`src/logic/pom_pkg.sv`:
```
// constants, codes and state type of the phase offset meter
// assumes one system clock; shared by the meter and its input sampler
package pom_pkg;

  // source counts
  localparam int POM_NUM_IN  = 4;
  localparam int POM_NUM_OUT = 3;
  localparam int POM_NUM_PIN = 8;
  localparam int POM_NUM_TB  = 5;
  localparam int POM_NUM_SRC = POM_NUM_IN + POM_NUM_OUT + POM_NUM_PIN + POM_NUM_TB;

  // positions of each group in the sampled source vector
  localparam int POM_POS_IN  = 0;
  localparam int POM_POS_OUT = POM_POS_IN + POM_NUM_IN;
  localparam int POM_POS_PIN = POM_POS_OUT + POM_NUM_OUT;
  localparam int POM_POS_TB  = POM_POS_PIN + POM_NUM_PIN;

  // synchroniser depth
  localparam int POM_SYNC_STAGES = 2;

  // signal source select: bit 4 output clock, bit 3 pin, bits 4:2 clear input clock, other codes read low
  localparam int          POM_SEL_W      = 5;
  localparam int          POM_SEL_OUT_B  = 4;
  localparam int          POM_SEL_PIN_B  = 3;
  localparam logic [4:0]  POM_SEL_OUT1   = 5'h10;
  localparam logic [4:0]  POM_SEL_OUT2   = 5'h11;

  // timebase select codes
  localparam int          POM_TB_W       = 3;
  localparam logic [2:0]  POM_TB_OSC     = 3'h0;
  localparam logic [2:0]  POM_TB_MID1    = 3'h1;
  localparam logic [2:0]  POM_TB_MID2    = 3'h2;
  localparam logic [2:0]  POM_TB_MID3    = 3'h3;
  localparam logic [2:0]  POM_TB_OSC_DBL = 3'h4;

  // counters and result
  localparam int          POM_CNT_W      = 12;
  localparam logic [11:0] POM_CNT_SAT    = 12'hfff;
  localparam logic [11:0] POM_CNT_ONE    = 12'h001;
  localparam logic [11:0] POM_POS_MAX    = 12'h3ff;
  localparam logic [11:0] POM_NEG_MAX    = 12'h400;
  localparam int          POM_RES_W      = 11;
  localparam logic [10:0] POM_RES_RST    = 11'h000;

  // status register one layout; status two holds result bits 7:0
  localparam int POM_ST_BUSY = 0;
  localparam int POM_ST_RDY  = 1;
  localparam int POM_ST_OVF  = 2;
  localparam int POM_ST_RES  = 5;

  // measurement states
  typedef enum logic [2:0] {
    POM_IDLE   = 3'b001,
    POM_WAIT_A = 3'b010,
    POM_WAIT_B = 3'b100
  } pom_state_e;

endpackage

```
`src/logic/pom_meter.sv`:
```
// phase offset meter: signed A-edge to B-edge offset in timebase ticks
// assumes control strobes are one-cycle pulses on clk_sys and that
// clock sources are far slower than clk_sys so they can be sampled
// offsets through output clocks carry a fixed fast-divider skew that
// software removes; the count itself does not depend on the path
// unused select codes read low and produce no edges
`timescale 1ns/1ps

module pom_meter import pom_pkg::*; (
  // system
  input  wire logic                   clk_sys,
  input  wire logic                   rst,
  // clock and pin sources
  input  wire logic [POM_NUM_IN-1:0]  input_clock_n,
  input  wire logic [POM_NUM_OUT-1:0] output_clock_n,
  input  wire logic [POM_NUM_PIN-1:0] gpio_pin,
  // timebase sources
  input  wire logic                   osc_clk,
  input  wire logic                   osc_dbl_clk,
  input  wire logic                   mid_divider_one,
  input  wire logic                   mid_divider_two,
  input  wire logic                   mid_divider_three,
  // configuration fields
  input  wire logic [POM_SEL_W-1:0]   first_signal_select,
  input  wire logic [POM_SEL_W-1:0]   second_signal_select,
  input  wire logic [POM_TB_W-1:0]    timebase_select,
  input  wire logic                   first_edge_fall,
  input  wire logic                   second_edge_fall,
  input  wire logic                   second_edge_invert,
  // control strobes
  input  wire logic                   start_wr,
  input  wire logic                   abort_wr,
  input  wire logic                   ready_clr_wr,
  input  wire logic                   overflow_clr_wr,
  // status registers
  output logic      [7:0]             offset_count_status_one,
  output logic      [7:0]             offset_count_status_two
);

  // sampled sources
  logic [POM_NUM_SRC-1:0] src_raw;
  logic [POM_NUM_SRC-1:0] src_smp;
  logic [POM_NUM_IN-1:0]  smp_in;
  logic [POM_NUM_OUT-1:0] smp_out;
  logic [POM_NUM_PIN-1:0] smp_pin;
  logic [POM_NUM_TB-1:0]  smp_tb;

  // selected levels and edges
  logic                   a_lvl;
  logic                   b_lvl;
  logic                   tb_lvl;
  logic                   tb_tick;
  logic                   a_edge;
  logic                   b_edge;
  logic                   b_fall;
  logic                   tb_pick_osc;
  logic                   tb_pick_dbl;
  logic                   tb_pick_mid1;
  logic                   tb_pick_mid2;
  logic                   tb_pick_mid3;
  logic                   a_moved;
  logic                   b_moved;

  // state and counters
  pom_state_e             state_r;
  pom_state_e             state_nxt;
  logic                   tb_prev_r;
  logic                   a_prev_r;
  logic                   b_prev_r;
  logic [POM_CNT_W-1:0]   age_r;
  logic [POM_CNT_W-1:0]   age_nxt;
  logic [POM_CNT_W-1:0]   age_cap_r;
  logic [POM_CNT_W-1:0]   age_cap_nxt;
  logic [POM_CNT_W-1:0]   after_r;
  logic [POM_CNT_W-1:0]   after_nxt;
  logic [POM_CNT_W-1:0]   age_dist;
  logic [POM_CNT_W-1:0]   after_dist;
  logic [POM_CNT_W-1:0]   neg_val;

  // outcomes of one tick while waiting for B
  logic                   b_near;
  logic                   b_passed;
  logic                   b_lost;

  // completion and flags
  logic                   done;
  logic                   done_ovf;
  logic [POM_RES_W-1:0]   done_val;
  logic [POM_RES_W-1:0]   result_r;
  logic [POM_RES_W-1:0]   result_nxt;
  logic                   ready_r;
  logic                   ready_nxt;
  logic                   ovf_r;
  logic                   ovf_nxt;
  logic                   busy;
  logic                   busy_nxt;
  logic [7:0]             status_one_nxt;
  logic [7:0]             status_two_nxt;

  // order here fixes the group positions used by the split below
  // gather all sources into one vector for the sampler
  assign src_raw = {mid_divider_three, mid_divider_two, mid_divider_one,
                    osc_dbl_clk, osc_clk, gpio_pin, output_clock_n, input_clock_n};

  // every source sees the same two-stage delay, so relative timing holds
  // synchronise every source
  pom_sampler u_sampler (
    .clk_sys (clk_sys),
    .rst     (rst),
    .src_raw (src_raw),
    .src_smp (src_smp)
  );

  // split sampled vector back into groups
  assign smp_in  = src_smp[POM_POS_IN  +: POM_NUM_IN];
  assign smp_out = src_smp[POM_POS_OUT +: POM_NUM_OUT];
  assign smp_pin = src_smp[POM_POS_PIN +: POM_NUM_PIN];
  assign smp_tb  = src_smp[POM_POS_TB  +: POM_NUM_TB];

  // source decode: output, pin or input clock; unmapped codes read low
  function automatic logic pick_src(input logic [POM_SEL_W-1:0] code,
                                    input logic [POM_NUM_IN-1:0]  vin,
                                    input logic [POM_NUM_OUT-1:0] vout,
                                    input logic [POM_NUM_PIN-1:0] vpin);
    logic v;
    logic is_out;
    logic is_pin;
    logic is_in;
    // outputs need bits 3:2 clear; inputs need bits 4:2 clear
    is_out = code[POM_SEL_OUT_B] && (code[3:2] == 2'b00) && (code[1:0] < 2'(POM_NUM_OUT));
    is_pin = !code[POM_SEL_OUT_B] && code[POM_SEL_PIN_B];
    is_in  = (code[4:2] == 3'b000);
    v      = 1'b0;
    if (is_out) begin
      v = vout[code[1:0]];
    end else if (is_pin) begin
      v = vpin[code[2:0]];
    end else if (is_in) begin
      v = vin[code[1:0]];
    end
    return v;
  endfunction

  // independent A and B source selection
  assign a_lvl = pick_src(first_signal_select, smp_in, smp_out, smp_pin);
  assign b_lvl = pick_src(second_signal_select, smp_in, smp_out, smp_pin);

  // timebase source selection; unused codes give no ticks
  assign tb_pick_osc  = (timebase_select == POM_TB_OSC);
  assign tb_pick_mid1 = (timebase_select == POM_TB_MID1);
  assign tb_pick_mid2 = (timebase_select == POM_TB_MID2);
  assign tb_pick_mid3 = (timebase_select == POM_TB_MID3);
  assign tb_pick_dbl  = (timebase_select == POM_TB_OSC_DBL);
  assign tb_lvl = (tb_pick_osc & smp_tb[0]) | (tb_pick_dbl & smp_tb[1]) | (tb_pick_mid1 & smp_tb[2]) |
                  (tb_pick_mid2 & smp_tb[3]) | (tb_pick_mid3 & smp_tb[4]);

  // one tick per rising timebase edge; A and B judged only on ticks
  assign tb_tick = tb_lvl & ~tb_prev_r;
  assign a_moved = a_lvl ^ a_prev_r;
  assign a_edge  = tb_tick & a_moved & (a_lvl ^ first_edge_fall);

  // invert flips which B edge is the target
  assign b_fall  = second_edge_fall ^ second_edge_invert;
  assign b_moved = b_lvl ^ b_prev_r;
  assign b_edge  = tb_tick & b_moved & (b_lvl ^ b_fall);

  // output paths count the same way; divider skew stays outside
  // all sources share one sampler depth so path delays cancel
  // distances in ticks; the counters lag by one so add one here
  assign age_dist   = (age_r == POM_CNT_SAT) ? POM_CNT_SAT : age_r + POM_CNT_ONE;
  assign after_dist = after_r + POM_CNT_ONE;
  assign neg_val    = (~age_cap_r) + POM_CNT_ONE;

  assign b_near   = b_edge && (after_dist <= age_cap_r);
  assign b_passed = after_dist > age_cap_r;
  assign b_lost   = after_dist > POM_NEG_MAX;

  // measurement sequencer
  always_comb begin
    state_nxt   = state_r;
    age_nxt     = age_r;
    age_cap_nxt = age_cap_r;
    after_nxt   = after_r;
    done        = 1'b0;
    done_ovf    = 1'b0;
    done_val    = POM_RES_RST;
    // age of last B edge, saturating; unknown until first B edge
    if (busy && tb_tick) begin
      if (b_edge) begin
        age_nxt = '0;
      end else if (age_r != POM_CNT_SAT) begin
        age_nxt = age_r + POM_CNT_ONE;
      end
    end
    case (state_r)
      POM_IDLE: begin
        if (start_wr) begin
          state_nxt = POM_WAIT_A;
          age_nxt   = POM_CNT_SAT;
        end
      end
      POM_WAIT_A: begin
        // a B edge on this very tick is skipped, so the
        // captured age is the full B period when edges coincide
        if (a_edge) begin
          state_nxt   = POM_WAIT_B;
          age_cap_nxt = age_dist;
          after_nxt   = '0;
        end
      end
      POM_WAIT_B: begin
        if (tb_tick) begin
          if (after_r != POM_CNT_SAT) begin
            after_nxt = after_dist;
          end
          if (b_near) begin
            // positive offset overflows past the 11-bit range
            done     = 1'b1;
            done_ovf = after_dist > POM_POS_MAX;
            done_val = after_dist[POM_RES_W-1:0];
          end else if (b_passed) begin
            // earlier B edge is nearer: negative result
            done     = 1'b1;
            done_ovf = age_cap_r > POM_NEG_MAX;
            done_val = neg_val[POM_RES_W-1:0];
          end else if (b_lost) begin
            // coincident edges on a slow B end here as overflow
            done     = 1'b1;
            done_ovf = 1'b1;
          end
          if (done) begin
            state_nxt = POM_IDLE;
          end
        end
      end
      default: begin
        state_nxt = POM_IDLE;
      end
    endcase
    // abort wins over everything and returns to idle
    if (abort_wr) begin
      state_nxt = POM_IDLE;
      done      = 1'b0;
    end
  end

  // busy is live state; ready latches on completion
  // busy reflects the sequencer directly, so status shows no extra lag
  assign busy     = (state_r != POM_IDLE);
  assign busy_nxt = (state_nxt != POM_IDLE);

  // a clear that beat a completion would hide a fresh result
  // write-one clear; a completion in the same cycle wins
  assign ready_nxt = done | (ready_r & ~ready_clr_wr);
  assign ovf_nxt   = (done & done_ovf) | (ovf_r & ~overflow_clr_wr);

  // result held until valid completion; abort clears it
  assign result_nxt = abort_wr ? POM_RES_RST :
                      (done & ~done_ovf) ? done_val : result_r;

  // sequencer registers
  // age starts saturated: before any B edge the last one counts as far away
  always_ff @(posedge clk_sys or posedge rst) begin
    if (rst) begin
      state_r   <= POM_IDLE;
      age_r     <= POM_CNT_SAT;
      age_cap_r <= POM_CNT_SAT;
      after_r   <= '0;
    end else begin
      state_r   <= state_nxt;
      age_r     <= age_nxt;
      age_cap_r <= age_cap_nxt;
      after_r   <= after_nxt;
    end
  end

  // previous sampled levels; timebase updated every cycle, A and B on timebase ticks only
  // judging on ticks only snaps A and B edges to the timebase grid
  always_ff @(posedge clk_sys or posedge rst) begin
    if (rst) begin
      tb_prev_r <= 1'b0;
      a_prev_r  <= 1'b0;
      b_prev_r  <= 1'b0;
    end else begin
      tb_prev_r <= tb_lvl;
      if (tb_tick) begin
        a_prev_r <= a_lvl;
        b_prev_r <= b_lvl;
      end
    end
  end

  // latched flags and result
  // flags and result share one edge so status never shows them apart
  always_ff @(posedge clk_sys or posedge rst) begin
    if (rst) begin
      ready_r  <= 1'b0;
      ovf_r    <= 1'b0;
      result_r <= POM_RES_RST;
    end else begin
      ready_r  <= ready_nxt;
      ovf_r    <= ovf_nxt;
      result_r <= result_nxt;
    end
  end

  // status words as they stand after this edge
  assign status_one_nxt = {result_nxt[POM_RES_W-1:8], 2'b00, ovf_nxt, ready_nxt, busy_nxt};
  assign status_two_nxt = result_nxt[7:0];

  // status registers: flags and result bits 10:8, then bits 7:0
  always_ff @(posedge clk_sys or posedge rst) begin
    if (rst) begin
      offset_count_status_one <= 8'h00;
      offset_count_status_two <= 8'h00;
    end else begin
      offset_count_status_one <= status_one_nxt;
      offset_count_status_two <= status_two_nxt;
    end
  end

endmodule // pom_meter

```
`src/logic/pom_sampler.sv`:
```
// two-stage synchroniser for every clock and pin source of the meter
// assumes the sources are unrelated to clk_sys
`timescale 1ns/1ps

module pom_sampler import pom_pkg::*; (
  // system
  input  wire logic                   clk_sys,
  input  wire logic                   rst,
  // raw and sampled sources
  input  wire logic [POM_NUM_SRC-1:0] src_raw,
  output logic      [POM_NUM_SRC-1:0] src_smp
);

  // one synchroniser chain per source bit
  genvar gi;
  generate
    for (gi = 0; gi < POM_NUM_SRC; gi++) begin : g_sync
      logic [POM_SYNC_STAGES-1:0] chain_r;
      always_ff @(posedge clk_sys or posedge rst) begin
        if (rst) begin
          chain_r <= '0;
        end else begin
          chain_r <= {chain_r[POM_SYNC_STAGES-2:0], src_raw[gi]};
        end
      end
      assign src_smp[gi] = chain_r[POM_SYNC_STAGES-1];
    end
  endgenerate

endmodule // pom_sampler

```
`config.mk`:
```
export PLATFORM = sky130hd
export DESIGN_NAME = pom_meter
export DESIGN_NICKNAME = d
export VERILOG_FILES = /design/src/logic/pom_pkg.sv /design/src/logic/pom_meter.sv /design/src/logic/pom_sampler.sv
export SDC_FILE = /design/constraint.sdc
export NUM_CORES = 1
export LEC_CHECK = 0
export BUFFER_PORTS_ARGS = -buffer_cell sky130_fd_sc_hd__clkbuf_2
export CAP_MARGIN = 40
export CORE_UTILIZATION = 53
export CTS_CLUSTER_DIAMETER = 150
export DETAILED_ROUTE_END_ITERATION = 8
export GPL_TIMING_DRIVEN = 0
export PLACE_DENSITY = 0.74
export REMOVE_ABC_BUFFERS = 1
export SLEW_MARGIN = 20
export SYNTH_ARGS = -nofsm -noshare
export SYNTH_HDL_FRONTEND = slang
export SYNTH_SLANG_ARGS = --single-unit
```
`constraint.sdc`:
```
create_clock -name clk_sys -period 3.34 [get_ports clk_sys]
set_input_delay 0.668 -clock clk_sys [delete_from_list [all_inputs] [get_ports clk_sys]]
set_output_delay 0.668 -clock clk_sys [all_outputs]
set_load 0.03 [all_outputs]
```
* Yosys cells after proc, flatten, opt, wreduce, memory -nomap -nowiden *
Cells that the tools add are included.

operators by class
  $add $sub $neg = 3
  $lt $le $gt $ge = 11
  equality and inequality tests = 15
  multiplexer cells = 52
  bitwise logic cells = 30
  reduce and logical (&&, ||, !) cells = 18

operator list
  kind                   number
  $mux 12                9
  $mux 11                6
  $add 12x1->12 const B  2
  $gt 12x11->1 const B   2
  $mux 1                 24
  $ne 12x12->1 const B   2
  $pmux 12 s2            1
  $mux 3                 5
  $and 1x1->1            14
  $eq 12x12->1 const B   1
  $gt 12x10->1 const B   1
  $gt 12x12->1           1
  $le 12x12->1           1
  $add 11x1->11 const B  1
  $not 11->11            1
  $eq 3x2->1 const B     3
  $logic_not 3->1        3
  $pmux 3 s3             1
  $bmux 1 s2             4
  $logic_and 1x1->1      8
  $lt 3x4->1 const B     2
  $bmux 1 s3             2
  $eq 3x1->1 const B     2
  $eq 3x3->1 const B     2
  12 further kinds       31

word-level totals
  flip-flop bits (word level) = 109
  bits of input ports = 42
  output and inout port bits = 16
  word-level logic and storage cells = 161

* Longest topological paths before layout *
Gate-level depths: netlist of the first run.

  depth in word-level cells = 19
  mapped depth = 16
  mapped depth without buffers = 14

* By module *
Synthesis of the first run repeated with hierarchy kept, for this count alone.

unflattened totals
  cells, all modules = 541
  area, all modules = 5317.6 µm²

by module, submodules not included
  module       instances  cells an instance  area an instance (µm²)  sequential area each (µm²)
  pom_meter    1          480                4162.7                  1432.6
  pom_sampler  1          61                 1154.9                  1001.0

* Least setup slack after synthesis of the first run *
OpenSTA, ideal clock, no wires.

  path kind = flip-flop to flip-flop
  start point = reg after_r[4]
  end point = reg offset_count_status_one[7]
  setup time = 138 ps
  arrival time = 3225 ps
  required time = 3202 ps
  path slack = -23 ps
  stages on the path, launching flop included = 17
  buffers on the path = 2
  clock period less this slack = 3363 ps
  cells stage by stage = dfrtp_1 > buf_2 > and4_1 > and3_1 > and3_1 > xnor2_1 > inv_1 > ha_1 > and4_1 > and2_1 > and3_1 > a31oi_1 > a2bb2oi_4 > o31a_2 > buf_4 > a21oi_1 > a211oi_1

between the ends
  longest elaborated chain between the ends = 13
  elaborated cells between the ends (all ways) = 26
  those cells by class = 1 x add/sub; 4 x order compare; 18 x mux; 2 x bitwise; 1 x reduce/logical

ends and longest elaborated chain
  element                 line              source
  from (decl)             pom_meter.sv:74   logic [POM_CNT_W-1:0] after_r;
  from (signal assigned)  pom_meter.sv:273  after_r <= after_nxt;
  $add 12x1->12 (*)       pom_meter.sv:171  assign after_dist = after_r + POM_CNT_ONE;
  $gt 12x11->1            pom_meter.sv:176  assign b_lost = after_dist > POM_NEG_MAX;
  $mux 1                  pom_meter.sv:226  end else if (b_lost) begin
  $mux 1                  pom_meter.sv:221  end else if (b_passed) begin
  $mux 1                  pom_meter.sv:216  if (b_near) begin
  $mux 1                  pom_meter.sv:212  if (tb_tick) begin
  $mux 1                  pom_meter.sv:195  case (state_r)
  $mux 1                  pom_meter.sv:212
  $mux 1                  pom_meter.sv:195
  $mux 1                  pom_meter.sv:241  if (abort_wr) begin
  $and 1x1->1             pom_meter.sv:259  (done & ~done_ovf) ? done_val : result_r;
  $mux 11 (*)             pom_meter.sv:259
  $mux 11 (*)             pom_meter.sv:258  assign result_nxt = abort_wr ? POM_RES_RST :
  to (signal assigned)    pom_meter.sv:317  offset_count_status_one <= status_one_nxt;
  to (decl)               pom_meter.sv:36   output logic [7:0] offset_count_status_one,

Mark *: on every way between the ends. The rest lies on a longest branch, timed or not. The select of a mux whose other input is x is not followed.
A chain may end at the register's enable or synchronous reset.

* Worst setup path in the final report of the first run *
  start point = reg after_r[3]
  end point = reg offset_count_status_two[5]

between the ends
  longest elaborated chain between the ends = 13
  elaborated cells between the ends (all ways) = 26
  those cells by class = 1 x add/sub; 4 x order compare; 18 x mux; 2 x bitwise; 1 x reduce/logical

ends and longest elaborated chain
  element               line              source
  $add 12x1->12 (*)     pom_meter.sv:171
  $gt 12x11->1          pom_meter.sv:176
  $mux 1                pom_meter.sv:226
  $mux 1                pom_meter.sv:221
  $mux 1                pom_meter.sv:216
  $mux 1                pom_meter.sv:212
  $mux 1                pom_meter.sv:195
  $mux 1                pom_meter.sv:212
  $mux 1                pom_meter.sv:195
  $mux 1                pom_meter.sv:241
  $and 1x1->1           pom_meter.sv:259
  $mux 11 (*)           pom_meter.sv:259
  $mux 11 (*)           pom_meter.sv:258
  to (signal assigned)  pom_meter.sv:318  offset_count_status_two <= status_two_nxt;
  to (decl)             pom_meter.sv:37   output logic [7:0] offset_count_status_two

Marked as above.

==> impl_metrics.yaml, run 1 <==
place:
  place_ws_ns: -0.963
  hpwlAfterDp_um: 7990
  place_congestion: 0.883
  dpl-instance-area_sq_um: 5520
  portBuffers: 55
worst_setup_path:
  rrSetupSlack_ns: -0.09
  endpoint_kind: "register"
  slowest_delay_ns: 0.43
  criticalPathCategory: "register to register"
  worst_r2r_startpoint: "after_r[3]$_DFFE_PP0P_"
  worstPathRequired_ns: 3.58
  crit_slowest_cell: "dfrtp_2"
  worstPathMaxFanout: 6
  path_cells: "and4_4 > and3_4 > and3_4 > xnor2_4 > inv_2 > ha_4 > and4_1 > and2_4 > and3_4 > a31oi_4 > a2bb2oi_4 > mux2_4 > nor2_4 > a311oi_2"
  rr_worst_depth: 14
  worstSetupStartpoint: "after_r[3]$_DFFE_PP0P_"
  path_common_cell: "and3_4"
  crit_path_start_kind: "register"
  crit_arrival_ns: 3.66
route:
  drt_iter0_drc: 201
  num_vias: 4178
  dr.pass1.iters: 4
  ant_nets: 0
  wirelength_um: 12300
  wl_per_cell_um: 17.3
  drc: 0
  via_per_inst: 5.88
job:
  cap_violations: 0
cells_and_area:
  final_util: 0.657
  drive_above_1_share: 0.336
  diodes: 0
  nNetsFinal: 634
  syn_to_final_growth_pct: 18.5
  fin_area_sq_um: 6190
logic_synthesis:
  synth_top_family_by_area: "simple AND/OR/NAND/NOR gates"
  ys_async_sr_fraction: 1.00
  synth_xor_area_frac: 0.0496
  synth_area_sq_um: 5230
  muxShareOfSynthArea: 0.0548
  avgSynthCellArea_sq_um: 10.3
  synth.distinct_cells: 70
  synthCells: 508
  synth_compound_gate_area_share: 0.145
  yosys.area_share.simple: 0.187
  synth_flop_cell: "dfrtp_1"
  ys.warnings.count: 0
  ys_seq_area_frac: 0.466
  synth_edf_count: 0
  ys_seq_elements: 96
  synthAdderAreaFrac: 0.0383
floorplanning:
  ios: 58
  die_y_um: 101
  core_region_area_sq_um: 9420
  die_x_um: 101
  die_area_sq_um: 10300
  initial_utilization: 0.555
  rows: 35
grt:
  grt_pass1_vias: 4072
  antenna_found_initial: 0
  grt_pass1_wl_um: 20100
  track_usage: 0.257
  grt_overflow: 0
  grt_max_degree: 63
sta:
  setup_tns_ns: -0.680
  hold_viol: 0
  max_freq_mhz: 292
  worst-slew-pin-transition_ns: 0.667
  fin_ws_ns: -0.0872
  finalCritPeriodShare: 1.03
  relSlewSlack: 0.554
  drv_slew: 0
  rsz0062_at_grt: "true"
  period_needed_ns: 3.43
  fin_skew_ns: 0.0115
  setup_viol: 11
pwr:
  total_power_uw: 3390
  powerDensity_nw_per_um2: 548
  leakage_uw: 0.00266
  irDropWorstVdd_mv: 0.310
clock_network:
  cts.sinks: 96
  clock_latency_ns: 0.37
  ctsHoldBuffers: 0
  clockBufferDepth: 2
  cts_tree: "built"
  cts_root_buf: "clkbuf_8"
  path_clk_slew_ns: 0.10
  htree_levels: 3
  cts-buffers-inserted: 9
hold_path:
  hp-class: "input port to async pin"
run_status:
  status: "complete, but fails checks"
  violations: "setup timing"
## synth_stat cells, types with 3 or more instances
cell      number  area share
nor2_1        21       0.015
nor2b_1        4      0.0048
xor2_1         4      0.0067
a311oi_1       5      0.0084
xnor2_1       23       0.039
o21ai_0       20       0.019
nand2b_1       3      0.0036
or3_1          7      0.0084
dfrtp_1       71        0.34
nand3_1       29       0.028
a21o_1         5      0.0072
a21oi_1       34       0.033
dfstp_2       25        0.13
inv_1         32       0.023
a211oi_1       6      0.0086
a31oi_1       10       0.012
o21ai_1        7      0.0067
nor3_1        11       0.011
o22ai_1        5      0.0060
nand2_1       37       0.027
nor2_2         5      0.0060
nand4_1        7      0.0084
buf_4          9       0.013
mux2i_1       13       0.025
clkbuf_1       9      0.0065
mux4_2         3       0.013
buf_2          9      0.0086
o311ai_1       4      0.0067
nor4_1         3      0.0036
a31oi_2        3      0.0072
and2_1         5      0.0060
nand3b_1       5      0.0072
and3_1        11       0.013
nor3b_1        5      0.0072
ha_1          16       0.038
## registers in the layout, summed over array words and instances, names as in the netlist
signal / flops
offset_count_status_one: 4
a_prev_r: 1
age_cap_r: 12
tb_prev_r: 1
after_r: 12
b_prev_r: 1
u_sampler.g_sync.chain_r: 40
result_r: 3
state_r: 3
offset_count_status_two: 7
age_r: 12
## critical path, delay by kind of cell (launching register included)
family                   cells  cell delay (ns)
AND/OR/NAND/NOR              7             1.37
AO/OA/AOI/OAI                3             0.55
flip-flops                   1             0.43
multiplexers                 1             0.40
adder cells (fa/ha/maj)      1             0.27
XOR/XNOR                     1             0.18
buffers and inverters        1             0.08
## layout make-up
cell class | instances | area [sq um]
Sequential cell | 96 | 2440
Tap cell | 129 | 161
Multi-Input combinational cell | 353 | 2740
Inverter | 32 | 125
Timing Repair Buffer | 84 | 524
Clock buffer | 9 | 124
Clock inverter | 7 | 72.6
Fill cell | 721 | 3230
## cells in the final DEF (no fill, tap or decap), drive strengths merged, types with 7 or more instances in the layout
cell	synthesis	layout
dfrtp	71	71
clkbuf	9	64
nand2	38	38
a21oi	35	35
inv	32	35
nand3	31	31
buf	21	29
nor2	27	28
o21ai	27	27
dfstp	25	25
xnor2	23	23
ha	16	16
mux2i	14	14
a31oi	13	13
nor3	11	11
and3	11	11
nand4	7	7
or3	7	7
a211oi	7	7
## stage by stage
| step | instances | hold slack, ns |
|---|---|---|
| after CTS | 705 | 0.256 |
| after global routing | 710 | 0.267 |
| after detailed placement | 665 | 0.335 |
| final | 710 | 0.257 |
| after floorplan | 479 | 0.331 |
| after global placement | 663 | 0.333 |
## where the power goes
part	switching [uW]	total (uW)	internal, uW
clock	454	748	294
sequential	100	1390	1290
combinational	703	1250	547
total	1260	3390	2130
## kinds of logic (layout without fill, tap and decap cells)
group | Yosys count | after routing
mux | 21 | 21
buf+inv | 62 | 132
xor+xnor | 28 | 28
other cells | 1 | 2
flops | 96 | 96
fa+ha+maj | 16 | 16
simple gates | 171 | 172
compound gates | 113 | 114
## final timing paths
kind | endpoint
worst max-delay path | offset_count_status_two[5]$_DFFE_PP0P_
worst min-delay path | u_sampler.g_sync[16].chain_r[0]$_DFF_PP0_
worst max register to register | offset_count_status_two[5]$_DFFE_PP0P_
worst min register to register | u_sampler.g_sync[3].chain_r[1]$_DFF_PP0_
max in group asynchronous | age_r[3]$_DFF_PP1_
min in group clk_sys | u_sampler.g_sync[3].chain_r[1]$_DFF_PP0_
## routing by layer
metal / track usage / routed length (um) / vias to the layer above
met5: 0 / 0 / -
met4: 0.105 / 391 / 0
met2: 0.427 / 5960 / 153
met3: 0.0504 / 689 / 34
li1: - / - / 1961
met1: 0.330 / 5270 / 2030
## timing repair
item,CTS,global route
pin swaps,19,13
cloned,2,0
gates resized for setup,37,12
setup buffers,22,5
endpoints found under the setup margin,16,15
(Power assumes the default switching activity.)
==> run 2, diff against run 1 <==
CORE_UTILIZATION = 65   (was 53)
CTS_BUF_LIST = sky130_fd_sc_hd__clkbuf_4 sky130_fd_sc_hd__clkbuf_8   (was not set)
PLACE_DENSITY = 0.85   (was 0.74)
clock period = 4.2 ns   (was 3.34 ns; I/O delays follow)
==> impl_metrics.yaml, run 2 (synthesized netlist as in run 1, its figures left out) <==
run_status:
  status: "finished clean"
sta:
  fin_skew_ns: 0.0183
  finalCritPeriodShare: 0.973
  period_needed_ns: 4.09
  rsz0062_at_grt: "false"
  relSlewSlack: 0.515
  setup_viol: 0
  worst-slew-pin-transition_ns: 0.727
  fin_ws_ns: 0.114
  hold_viol: 0
  drv_slew: 0
  fin_hold_ws_ns: 0.358
  max_freq_mhz: 245
clock_network:
  cts_root_buf: "clkbuf_8"
  cts.sinks: 96
  clockBufferDepth: 2
  htree_levels: 3
  clock_latency_ns: 0.39
  cts-buffers-inserted: 9
  cts_tree: "built"
  path_clk_slew_ns: 0.11
worst_setup_path:
  rrSetupSlack_ns: 0.11
  crit_slowest_cell: "dfrtp_1"
  path_cells: "and4_1 > and3_1 > and3_1 > xnor2_1 > inv_1 > ha_1 > and4_1 > and2_1 > and3_1 > a31oi_2 > a2bb2oi_4 > mux2_2 > nor2_4 > a311oi_1"
  worstPathRequired_ns: 4.44
  crit_arrival_ns: 4.32
  endpoint_kind: "register"
  path_common_cell: "and3_1"
  worstPathMaxFanout: 14
  slowest_delay_ns: 0.52
  cp_top_family: "simple AND/OR/NAND/NOR gates"
  criticalPathCategory: "register to register"
  cp.depth: 14
  crit_buf_inv: 1
  crit_path_start_kind: "register"
  rr_worst_depth: 14
floorplanning:
  rows: 32
  ios: 58
  initial_utilization: 0.673
  die_area_sq_um: 8400
  core_region_area_sq_um: 7770
  die_y_um: 91.7
  die_x_um: 91.7
cells_and_area:
  largest_register: "u_sampler.g_sync.chain_r"
  nFillCells: 530
  final_cell_mix: "dfrtp_1, clkbuf_2, nand2_1"
  diodes: 0
  syn_to_final_growth_pct: 10.0
  nNetsFinal: 607
  largest_reg_flops: 40
  final_common_cell: "dfrtp_1"
  drive_above_1_share: 0.245
  multi_input_area_sq_um: 2520
  seqCellArea_sq_um: 2430
place:
  hpwlAfterDp_um: 8130
  place_ws_ns: -0.137
  portBuffers: 55
  place_congestion: 0.839
grt:
  grt_pass1_wl_um: 18900
  track_usage: 0.291
  antenna_found_initial: 0
  grt_max_degree: 51
  grt_pass1_vias: 4058
  grt_overflow: 0
route:
  wirelength_um: 11600
  drt_iter0_drc: 222
  num_vias: 4111
  drc: 0
  wl_per_cell_um: 17.7
  dr.pass1.iters: 5
  ant_nets: 0
  via_per_inst: 6.27
hold_path:
  holdPathStages: 0
  hp-class: "register to register"
pwr:
  irDropWorstVdd_mv: 0.317
  leakage_uw: 0.00250
  powerDensity_nw_per_um2: 453
job:
  cap_violations: 0
[run 2: changes by cell type in the layout (fill, tap and decap cells not counted), sizes merged]
cell    previous run  this run
buf               29         3
clkinv             4         3
inv               35        36
nor2              28        27
[run 2: through the flow]
stage	setup TNS (ns)	cells	cell area, sq um	power (uW)	util
2_1_floorplan	0	479	5040	1730	-
3_3_place_gp	-1.66	636	5440	1880	0.701
3_5_place_dp	-0.722	638	5480	1940	0.706
4_1_cts	0	655	5720	2590	0.737
5_1_grt	0	656	5750	2750	0.740
6_report	0	656	5750	2600	0.740
[run 2: layout make-up]
cell class	instances	area share
tap	102	0.0222
clock inverter	7	0.0159
multi-input combinational	352	0.438
sequential	96	0.423
inverter	32	0.0213
timing repair buffer	58	0.0581
clock buffer	9	0.0215
[run 2: report_power, final]
part           switching, uW  internal [uW]  total [uW]
logic                    494            361         854
registers               85.7           1030        1110
clock network            393            244         637
[run 2: what timing repair did]
item	in CTS	in global routing
cloned	1	0
endpoints found under the setup margin	11	13
buffers inserted	0	1
hold endpoints to repair	0	0
hold buffers	0	0
gates resized for setup	1	1
pin swaps	1	1
[run 2: worst reg2reg max path: cells and delay by family (launching register included)]
kind	cells	cell delay, ns
muxes	1	0.44
xor gates and xnor gates	1	0.31
DFF	1	0.52
and+or+nand+nor	7	1.47
adders and majority gates	1	0.32
buffers and inverters	1	0.14
AOI/OAI and AO/OA	3	0.75
[run 2: layer usage]
metal | vias to the layer above | track usage | wire length (um)
met3 | 30 | 0.0415 | 695
met5 | - | 0 | 0
met4 | 0 | 0.132 | 282
met1 | 1999 | 0.372 | 4880
li1 | 1903 | - | -
met2 | 179 | 0.492 | 5740
[run 2: worst paths after layout]
check                                                       endpoint                                       from
max                           offset_count_status_two[5]$_DFFE_PP0P_                     after_r[4]$_DFFE_PP0P_
min                        u_sampler.g_sync[19].chain_r[1]$_DFF_PP0_  u_sampler.g_sync[19].chain_r[0]$_DFF_PP0_
max reg2reg                   offset_count_status_two[5]$_DFFE_PP0P_                     after_r[4]$_DFFE_PP0P_
min reg2reg                u_sampler.g_sync[19].chain_r[1]$_DFF_PP0_  u_sampler.g_sync[19].chain_r[0]$_DFF_PP0_
max in group asynchronous                   age_cap_r[3]$_DFFE_PP1P_                                        rst
min in group asynchronous  u_sampler.g_sync[17].chain_r[1]$_DFF_PP0_                                        rst
